[src/include/bcc_pkg.sv]
// Purpose: Shared constants and types for the block check character calculator
// Assumes: APB register access, 32-bit data, one clock
// Notes:   Register layout and encodings are local choices
// Functional notes
// - Three check formulas for transmit and receive: sum, LRC, CRC-16.
// - Sum mode adds every byte from the range start to the last range byte.
// - Sum mode inverts the total and adds one.
// - Sum result is stored raw or as ASCII, in the configured digit count.
// - ASCII with two digits sends the low byte as two hex characters.
// - LRC mode decodes each pair of ASCII hex characters into one byte.
// - LRC mode sums decoded bytes, then inverts and adds one.
// - LRC mode sends only the low byte as two hex characters.
// - CRC-16 uses polynomial x16+x15+x2+1, least significant bit first.
// - CRC starts from all ones, XORed with the first byte in the low half.
// - Each byte shifts right eight times, XORing the reflected polynomial on carry.
// - Each following byte is XORed in and shifted eight more times.
// - CRC bytes are sent low byte first, high byte second.
`default_nettype none
package bcc_pkg;

    // Register offsets
    localparam logic [11:0] CTRL_OFF    = 12'h000;
    localparam logic [11:0] STATUS_OFF  = 12'h004;
    localparam logic [11:0] RESULT_OFF  = 12'h008;

    // Control field positions
    localparam int          CTRL_MODE_LSB  = 0;
    localparam int          CTRL_ASCII_BIT = 2;
    localparam int          CTRL_DIG_LSB   = 4;
    localparam int          CTRL_RX_BIT    = 8;
    localparam int          CTRL_EN_BIT    = 9;

    // Status field positions
    localparam int          STAT_BUSY_BIT  = 0;
    localparam int          STAT_DONE_BIT  = 1;
    localparam int          STAT_MISM_BIT  = 2;

    // Reset values
    localparam logic [1:0]  MODE_RST   = 2'h0;
    localparam logic        ASCII_RST  = 1'b0;
    localparam logic [1:0]  DIG_RST    = 2'h1;
    localparam logic        RX_RST     = 1'b0;
    localparam logic        EN_RST     = 1'b0;

    // CRC constants
    localparam logic [15:0] CRC_SEED   = 16'hffff;
    localparam logic [15:0] CRC_POLY   = 16'ha001;
    localparam int          CRC_SHIFTS = 8;

    typedef enum logic [1:0] {
        BCC_SUM  = 2'h0,
        BCC_LRC  = 2'h1,
        BCC_CRC  = 2'h2,
        BCC_RSVD = 2'h3
    } bcc_mode_e;

    typedef enum logic [2:0] {
        ST_IDLE = 3'h0,
        ST_RUN  = 3'h1,
        ST_PREP = 3'h3,
        ST_EMIT = 3'h2,
        ST_CMP  = 3'h6
    } bcc_state_e;

endpackage
`default_nettype wire

[src/include/bcc_crc_if.sv]
// Purpose: Carries the CRC remainder to and from the byte step logic
// Assumes: Purely combinational step
// Notes:   Input already holds the new data byte XORed in
`timescale 1ns/1ps
`default_nettype none
interface bcc_crc_if;
    logic [15:0] crc_in;
    logic [15:0] crc_out;
    modport calc (output crc_in, input crc_out);
    modport step (input crc_in, output crc_out);
endinterface
`default_nettype wire

[src/verilog/bcc_crc_step.sv]
// Purpose: Eight reflected CRC-16 shifts for one byte
// Assumes: Caller XORs the data byte into the low half
// Notes:   Combinational
`timescale 1ns/1ps
`default_nettype none
module bcc_crc_step (
    bcc_crc_if.step crc
);
    always_comb
    begin
        logic [15:0] v;
        v = crc.crc_in;
        for (int i = 0; i < bcc_pkg::CRC_SHIFTS; i++)
        begin
            // Shift right, fold polynomial on carry
            if (v[0])
            begin
                v = (v >> 1) ^ bcc_pkg::CRC_POLY;
            end
            else
            begin
                v = v >> 1;
            end
        end
        crc.crc_out = v;
    end
endmodule
`default_nettype wire

[src/verilog/bcc_calc.sv]
// Purpose: Block check character calculator with APB control
// Assumes: Framer feeds one byte per cycle with first and last markers
// Notes:   Transmit emits check bytes; receive compares them
//
// Added by the designer: the APB interface to the registers and the register addresses.
`timescale 1ns/1ps
`default_nettype none
module bcc_calc (
    input  wire logic        pclk,
    input  wire logic        presetn,
    input  wire logic        psel,
    input  wire logic        penable,
    input  wire logic        pwrite,
    input  wire logic [11:0] paddr,
    input  wire logic [31:0] pwdata,
    output logic      [31:0] prdata,
    output logic             pready,
    output logic             pslverr,
    input  wire logic        in_valid,
    input  wire logic [7:0]  in_data,
    input  wire logic        in_first,
    input  wire logic        in_last,
    output logic             in_ready,
    output logic             out_valid,
    output logic      [7:0]  out_data,
    output logic             out_last,
    input  wire logic        out_ready,
    output logic             frame_done,
    output logic             check_mismatch
);

    typedef struct packed {
        bcc_pkg::bcc_state_e st;
        logic [1:0]          mode;
        logic                ascii;
        logic [1:0]          dig;
        logic                rx;
        logic                en;
        logic [15:0]         acc;
        logic [15:0]         crc;
        logic [15:0]         res;
        logic [3:0]          nib;
        logic                half;
        logic [2:0]          idx;
        logic [7:0]          odat;
        logic                done;
        logic                mism;
        logic                pulse;
        logic [31:0]         rdata;
    } bcc_state_s;

    bcc_state_s state_ff;
    bcc_state_s nxt_state;

    bcc_crc_if crc_if ();

    bcc_crc_step u_step (
        .crc (crc_if.step)
    );

    function automatic logic [7:0] hex_char(input logic [3:0] n);
        if (n < 4'ha)
        begin
            hex_char = 8'h30 + {4'h0, n};
        end
        else
        begin
            hex_char = 8'h37 + {4'h0, n};
        end
    endfunction

    function automatic logic [3:0] hex_val(input logic [7:0] c);
        if (c >= 8'h61)
        begin
            hex_val = 4'(c - 8'h57);
        end
        else if (c >= 8'h41)
        begin
            hex_val = 4'(c - 8'h37);
        end
        else
        begin
            hex_val = 4'(c - 8'h30);
        end
    endfunction

    // Number of check bytes for the current setup
    function automatic logic [2:0] chk_count(input logic [1:0] mode,
                                             input logic       ascii,
                                             input logic [1:0] dig);
        if (mode == bcc_pkg::BCC_LRC || mode == bcc_pkg::BCC_CRC)
        begin
            chk_count = 3'h2;
        end
        else if (ascii)
        begin
            chk_count = {1'b0, dig} + 3'h1;
        end
        else
        begin
            chk_count = (dig != 2'h0) ? 3'h2 : 3'h1;
        end
    endfunction

    // Check byte at position idx, first sent first
    function automatic logic [7:0] chk_byte(input logic [1:0]  mode,
                                            input logic        ascii,
                                            input logic [1:0]  dig,
                                            input logic [15:0] res,
                                            input logic [15:0] crc,
                                            input logic [2:0]  idx);
        logic [1:0] pos;
        pos = dig - idx[1:0];
        if (mode == bcc_pkg::BCC_CRC)
        begin
            chk_byte = (idx == 3'h0) ? crc[7:0] : crc[15:8];
        end
        else if (mode == bcc_pkg::BCC_LRC)
        begin
            chk_byte = hex_char((idx == 3'h0) ? res[7:4] : res[3:0]);
        end
        else if (ascii)
        begin
            chk_byte = hex_char(res[{pos, 2'b00} +: 4]);
        end
        else if ((dig != 2'h0) && (idx == 3'h0))
        begin
            chk_byte = res[15:8];
        end
        else
        begin
            chk_byte = res[7:0];
        end
    endfunction

    logic        apb_wr;
    logic        apb_setup;
    logic        mapped;
    logic        accept;
    logic [2:0]  cnt;
    logic        last_chk;

    assign apb_wr    = psel && penable && pwrite;
    assign apb_setup = psel && !penable;
    assign mapped    = (paddr == bcc_pkg::CTRL_OFF) || (paddr == bcc_pkg::STATUS_OFF)
                       || (paddr == bcc_pkg::RESULT_OFF);
    assign cnt       = chk_count(state_ff.mode, state_ff.ascii, state_ff.dig);
    assign last_chk  = (state_ff.idx == cnt - 3'h1);
    assign accept    = in_valid && in_ready;

    // CRC seed on the first byte, running remainder after
    assign crc_if.crc_in = ((in_first || state_ff.st == bcc_pkg::ST_IDLE) ?
                            bcc_pkg::CRC_SEED : state_ff.crc) ^ {8'h00, in_data};

    always_comb
    begin
        logic [15:0] acc;
        logic        half;
        acc       = 16'h0000;
        half      = 1'b0;
        nxt_state = state_ff;
        nxt_state.pulse = 1'b0;

        // Register writes; status done is write one to clear
        if (apb_wr && paddr == bcc_pkg::CTRL_OFF)
        begin
            nxt_state.mode  = pwdata[bcc_pkg::CTRL_MODE_LSB +: 2];
            nxt_state.ascii = pwdata[bcc_pkg::CTRL_ASCII_BIT];
            nxt_state.dig   = pwdata[bcc_pkg::CTRL_DIG_LSB +: 2];
            nxt_state.rx    = pwdata[bcc_pkg::CTRL_RX_BIT];
            nxt_state.en    = pwdata[bcc_pkg::CTRL_EN_BIT];
        end
        if (apb_wr && paddr == bcc_pkg::STATUS_OFF && pwdata[bcc_pkg::STAT_DONE_BIT])
        begin
            nxt_state.done = 1'b0;
        end

        // Read data captured in the setup cycle
        if (apb_setup)
        begin
            nxt_state.rdata = 32'h0;
            if (paddr == bcc_pkg::CTRL_OFF)
            begin
                nxt_state.rdata[bcc_pkg::CTRL_MODE_LSB +: 2] = state_ff.mode;
                nxt_state.rdata[bcc_pkg::CTRL_ASCII_BIT]     = state_ff.ascii;
                nxt_state.rdata[bcc_pkg::CTRL_DIG_LSB +: 2]  = state_ff.dig;
                nxt_state.rdata[bcc_pkg::CTRL_RX_BIT]        = state_ff.rx;
                nxt_state.rdata[bcc_pkg::CTRL_EN_BIT]        = state_ff.en;
            end
            else if (paddr == bcc_pkg::STATUS_OFF)
            begin
                nxt_state.rdata[bcc_pkg::STAT_BUSY_BIT] = (state_ff.st != bcc_pkg::ST_IDLE);
                nxt_state.rdata[bcc_pkg::STAT_DONE_BIT] = state_ff.done;
                nxt_state.rdata[bcc_pkg::STAT_MISM_BIT] = state_ff.mism;
            end
            else if (paddr == bcc_pkg::RESULT_OFF)
            begin
                nxt_state.rdata[15:0] = (state_ff.mode == bcc_pkg::BCC_CRC) ?
                                        state_ff.crc : state_ff.res;
            end
        end

        unique case (state_ff.st)
            bcc_pkg::ST_IDLE,
            bcc_pkg::ST_RUN:
            begin
                if (accept && (in_first || state_ff.st == bcc_pkg::ST_RUN))
                begin
                    acc  = in_first ? 16'h0000 : state_ff.acc;
                    half = in_first ? 1'b0 : state_ff.half;
                    if (in_first)
                    begin
                        nxt_state.mism = 1'b0;
                    end
                    // Formula selection
                    if (state_ff.mode == bcc_pkg::BCC_LRC)
                    begin
                        // Pair of characters to one byte
                        if (!half)
                        begin
                            nxt_state.nib = hex_val(in_data);
                            half          = 1'b1;
                        end
                        else
                        begin
                            acc  = acc + {8'h00, state_ff.nib, hex_val(in_data)};
                            half = 1'b0;
                        end
                    end
                    else if (state_ff.mode == bcc_pkg::BCC_CRC)
                    begin
                        nxt_state.crc = crc_if.crc_out;
                    end
                    else
                    begin
                        acc = acc + {8'h00, in_data};
                    end
                    nxt_state.acc  = acc;
                    nxt_state.half = half;
                    if (in_last)
                    begin
                        nxt_state.res = ~acc + 16'h0001;
                        nxt_state.st  = bcc_pkg::ST_PREP;
                    end
                    else
                    begin
                        nxt_state.st = bcc_pkg::ST_RUN;
                    end
                end
            end
            bcc_pkg::ST_PREP:
            begin
                nxt_state.idx  = 3'h0;
                nxt_state.odat = chk_byte(state_ff.mode, state_ff.ascii, state_ff.dig,
                                          state_ff.res, state_ff.crc, 3'h0);
                nxt_state.st   = state_ff.rx ? bcc_pkg::ST_CMP : bcc_pkg::ST_EMIT;
            end
            bcc_pkg::ST_EMIT,
            bcc_pkg::ST_CMP:
            begin
                if ((state_ff.st == bcc_pkg::ST_EMIT && out_ready) ||
                    (state_ff.st == bcc_pkg::ST_CMP && in_valid))
                begin
                    if (state_ff.st == bcc_pkg::ST_CMP && in_data != state_ff.odat)
                    begin
                        nxt_state.mism = 1'b1;
                    end
                    if (last_chk)
                    begin
                        nxt_state.st    = bcc_pkg::ST_IDLE;
                        nxt_state.done  = 1'b1;
                        nxt_state.pulse = 1'b1;
                    end
                    else
                    begin
                        nxt_state.idx  = state_ff.idx + 3'h1;
                        nxt_state.odat = chk_byte(state_ff.mode, state_ff.ascii, state_ff.dig,
                                                  state_ff.res, state_ff.crc,
                                                  state_ff.idx + 3'h1);
                    end
                end
            end
            default:
            begin
                nxt_state.st = bcc_pkg::ST_IDLE;
            end
        endcase
    end

    always_ff @(posedge pclk or negedge presetn)
    begin
        if (!presetn)
        begin
            state_ff       <= '0;
            state_ff.st    <= bcc_pkg::ST_IDLE;
            state_ff.mode  <= bcc_pkg::MODE_RST;
            state_ff.ascii <= bcc_pkg::ASCII_RST;
            state_ff.dig   <= bcc_pkg::DIG_RST;
            state_ff.rx    <= bcc_pkg::RX_RST;
            state_ff.en    <= bcc_pkg::EN_RST;
        end
        else
        begin
            state_ff <= nxt_state;
        end
    end

    assign prdata         = state_ff.rdata;
    assign pready         = 1'b1;
    assign pslverr        = psel && penable && !mapped;
    assign in_ready       = state_ff.en && (state_ff.st == bcc_pkg::ST_IDLE ||
                            state_ff.st == bcc_pkg::ST_RUN || state_ff.st == bcc_pkg::ST_CMP);
    assign out_valid      = (state_ff.st == bcc_pkg::ST_EMIT);
    assign out_data       = state_ff.odat;
    assign out_last       = out_valid && last_chk;
    assign frame_done     = state_ff.pulse;
    assign check_mismatch = state_ff.mism;
endmodule
`default_nettype wire

[config.mk]
export PLATFORM = sky130hd
export DESIGN_NAME = bcc_calc
export DESIGN_NICKNAME = d
export VERILOG_FILES = /design/src/include/bcc_pkg.sv /design/src/include/bcc_crc_if.sv /design/src/verilog/bcc_crc_step.sv /design/src/verilog/bcc_calc.sv
export SDC_FILE = /design/constraint.sdc
export NUM_CORES = 1
export LEC_CHECK = 0
export ABC_AREA = 1
export ABC_CLOCK_PERIOD_IN_PS = 5230
export BUFFER_PORTS_ARGS = -buffer_cell sky130_fd_sc_hd__buf_2
export CAP_MARGIN = 20
export CELL_PAD_IN_SITES_DETAIL_PLACEMENT = 1
export CELL_PAD_IN_SITES_GLOBAL_PLACEMENT = 2
export CORE_MARGIN = 3
export CORE_UTILIZATION = 35
export DETAILED_ROUTE_END_ITERATION = 10
export GPL_ROUTABILITY_DRIVEN = 0
export PLACE_DENSITY_LB_ADDON = 0.25
export SLEW_MARGIN = 20
export SYNTH_ARGS = -nofsm -noshare
export SYNTH_HDL_FRONTEND = slang
export SYNTH_SLANG_ARGS = --single-unit
export TNS_END_PERCENT = 5
[constraint.sdc]
create_clock -name pclk -period 5.23 [get_ports pclk]
set_clock_uncertainty 0.2 [all_clocks]
set_input_delay 1.046 -clock pclk [delete_from_list [all_inputs] [get_ports pclk]]
set_output_delay 1.046 -clock pclk [all_outputs]
set_load 0.05 [all_outputs]
==> results.cfg <==
[status]
outcome = completed

[layout]
area_growth_pct = 7.56
fill_cells = 2923
multi_input_area_um2 = 4680
final_util_pct = 38.9
antenna_cells = 0
nets = 1320
seq_area_um2 = 2330
final_cell_mix = 297 x nand2_1, 144 x inv_1, 137 x o21ai_0, 92 x dfrtp_1, 84 x nor2_1
layoutNonFillerInstCount = 1511
drive_gt1_share_pct = 11.8
final_common_cell = nand2_1

[placed_design]
place_hpwl_mm = 22.2
numPortBuffers = 65
dpl_worst_slack_ns = 0.424
dp_cells = 1495

[power]
combPwrFrac_pct = 26.2
power_frac_clock_pct = 33.3
power_density_nw_per_um2 = 221
p_int_w = 0.00122
power_switching_w = 0.000694
ir_worst_vdd_uv = 124
seq_power_share_pct = 40.5
p_leak_nw = 4.30
sw_frac_of_total_pct = 36.4

[clocking]
cts-htree-levels = 3
post_cts_buffers = 0
insertion_delay_ns = 0.36
cts.clk_slew.worst_paths_ns = 0.07
cts_tree = done
root_buffer = clkbuf_16
cts.hold.buffers_added = 0
numCtsBuffers = 9
cts-root-to-sink-buffers = 2
cts_num_sinks = 93
post_cts_resized = 0

[global_routing]
grt_antenna_before_repair = 0
grt_max_degree = 63
globalRouteTotalUtil_pct = 22.9
grt_pass1_vias = 7995
grt_pass1_wl_mm = 44.2
grt_overflow = 0

[sta]
slew_viol_final = 0
rsz0062_at_grt = no
slew_headroom_pct = 43.9
period_share_pct = 89.7
fin_ws_ns = 0.540
period_minus_slack_ns = 4.69
finalSetupViolCount = 0
finalHoldViolCount = 0
tightest_slew_ns = 0.842
fin_setup_tns_ns = 0
max_freq_ghz = 0.213

[synthesis]
synth-seq-cells = 93
yosysSeqAreaShare_pct = 29.0
syn_area_um2 = 8020
syn_inst = 1201
syn_area_per_cell_um2 = 6.68
synth-edff-count = 0
ys.warnings.count = 0
async_flop_share_pct = 100
ys_top_cells_by_area = dfrtp_1 29%, nand2_1 14%, o21ai_0 8.5%
synth.largest_area_cell = dfrtp_1
synth_top_flop_cell = dfrtp_1
yosysTopAreaCellShare_pct = 28.7
synth_cell_types = 53

[floorplan]
die_x_um = 157
rows = 54
ios = 108
die-area_um2 = 24800
core_area_um2 = 22200
chipHeight_um = 157
initial_core_util_pct = 36.2

[critical_path]
cp_slowest_cell = dfrtp_1
crit_type = reg2out
critical_path.cell_chain = inv_1, or2_2, a21boi_0, ha_1, xnor2_1, nor2_1, nand2_1, nor3_1, buf_2
worst-path-max-fanout = 20
worstPathArrival_ns = 3.44
end_kind = output port
startpoint_type = register
max_stage_delay_ns = 0.80
required_ns = 3.98

[routing]
ant_nets = 0
dr.pass1.iters = 7
post_drt_via_cell_ratio = 5.28
num_vias = 7978
drc = 0
wl_mm = 28.1
drt_iter0_markers = 432
routedWlPerCell_um = 18.6

[run]
max_cap_violations = 0

[min_path]
min_path_type = reg2reg
## stage by stage
stage	total power [W]	instance area, um^2	hold slack, ns
floorplan	0.00115	8080	0.250
global placement	0.00128	8360	0.259
detailed placement	0.00129	8360	0.269
CTS	0.00193	8630	0.289
global route	0.00202	8630	0.301
finish	0.00191	8630	0.282
## cell usage after synthesis, types with 4 or more instances
cell and count:
nand2_2 14, nand3b_1 5, a22oi_1 7, nand3_1 72, o221ai_1 7, inv_1 144, o22ai_1 6, xnor2_1 9
nand3_2 6, xor2_1 18, buf_2 5, buf_4 44, a21oi_1 62, nor4_1 6, dfrtp_1 92, nor2_2 4
clkbuf_1 24, nand4_1 17, o21ai_0 137, nand2_1 297, o211ai_1 12, ha_1 32, o2111ai_1 4, nor3_1 10
a31oi_1 6, o21ai_1 13, o21a_1 6, nor2_4 4, inv_2 12, nor2_1 84, xor2_2 4
## flip-flops by register name (all words and copies together) (netlist names)
name / count
check_mismatch: 1
frame_done: 1
out_data: 8
prdata: 16
state_ff: 67
## power groups by stage
| stage | clock network (W) | logic [W] | registers, W |
|---|---|---|---|
| final | 0.000635 | 0.000501 | 0.000773 |
| after global routing | 0.000680 | 0.000567 | 0.000777 |
| after CTS | 0.000653 | 0.000506 | 0.000772 |
| after detailed placement | 0 | 0.000503 | 0.000786 |
| after global placement | 0 | 0.000496 | 0.000786 |
| after floorplan | 0 | 0.000377 | 0.000775 |
## area by class of cell
class                           instances  share of cell area [%]
Inverter                              159                    6.92
Multi-Input combinational cell        888                    54.3
Sequential cell                        93                    27.0
Timing Repair Buffer                   75                    4.67
Clock buffer                           12                    2.74
Clock inverter                          4                   0.377
Tap cell                              280                    4.06
## cells by family after synthesis
group | synth area share (%)
and+or+nand+nor | 28.6
AOI/OAI and AO/OA | 19.6
buffers and inverters | 13.3
DFF | 29.0
adders and majority gates | 5.24
xor gates and xnor gates | 3.76
muxes | 0.421
other | 0.0936
## final timing paths
| path | from | end | slack, ns | depth (start not counted) |
|---|---|---|---|---|
| worst min-delay path | prdata[13]$_DFFE_PN0P_ | prdata[13]$_DFFE_PN0P_ | 0.28 | 2 |
| worst min register to register | prdata[13]$_DFFE_PN0P_ | prdata[13]$_DFFE_PN0P_ | 0.28 | 2 |
| worst max register to register | state_ff[103]$_DFFE_PN0P_ | state_ff[60]$_DFFE_PN0P_ | 0.87 | 15 |
| max in group asynchronous | presetn | state_ff[51]$_DFFE_PN0P_ | 3.25 | 2 |
| min in group asynchronous | presetn | state_ff[80]$_DFFE_PN0P_ | 0.58 | 1 |
| worst max-delay path | state_ff[103]$_DFFE_PN0P_ | out_last | 0.54 | 9 |
## routing by layer
layer | up-vias | wire length, um | track usage, %
li1 | 3949 | - | -
met1 | 3900 | 13000 | 29.6
met2 | 110 | 14000 | 41.3
met3 | 19 | 757 | 2.61
met4 | 0 | 366 | 4.46
met5 | - | 0 | 0
## critical path, delay by kind of cell, from the launching register on
kind / cells / cell delay (ns)
AO/OA/AOI/OAI: 1 / 0.18
XOR/XNOR: 1 / 0.13
adder cells (fa/ha/maj): 1 / 0.28
buffers and inverters: 2 / 0.76
flip-flops: 1 / 0.80
AND/OR/NAND/NOR: 4 / 0.95
Power figures use the tool's default switching activity.
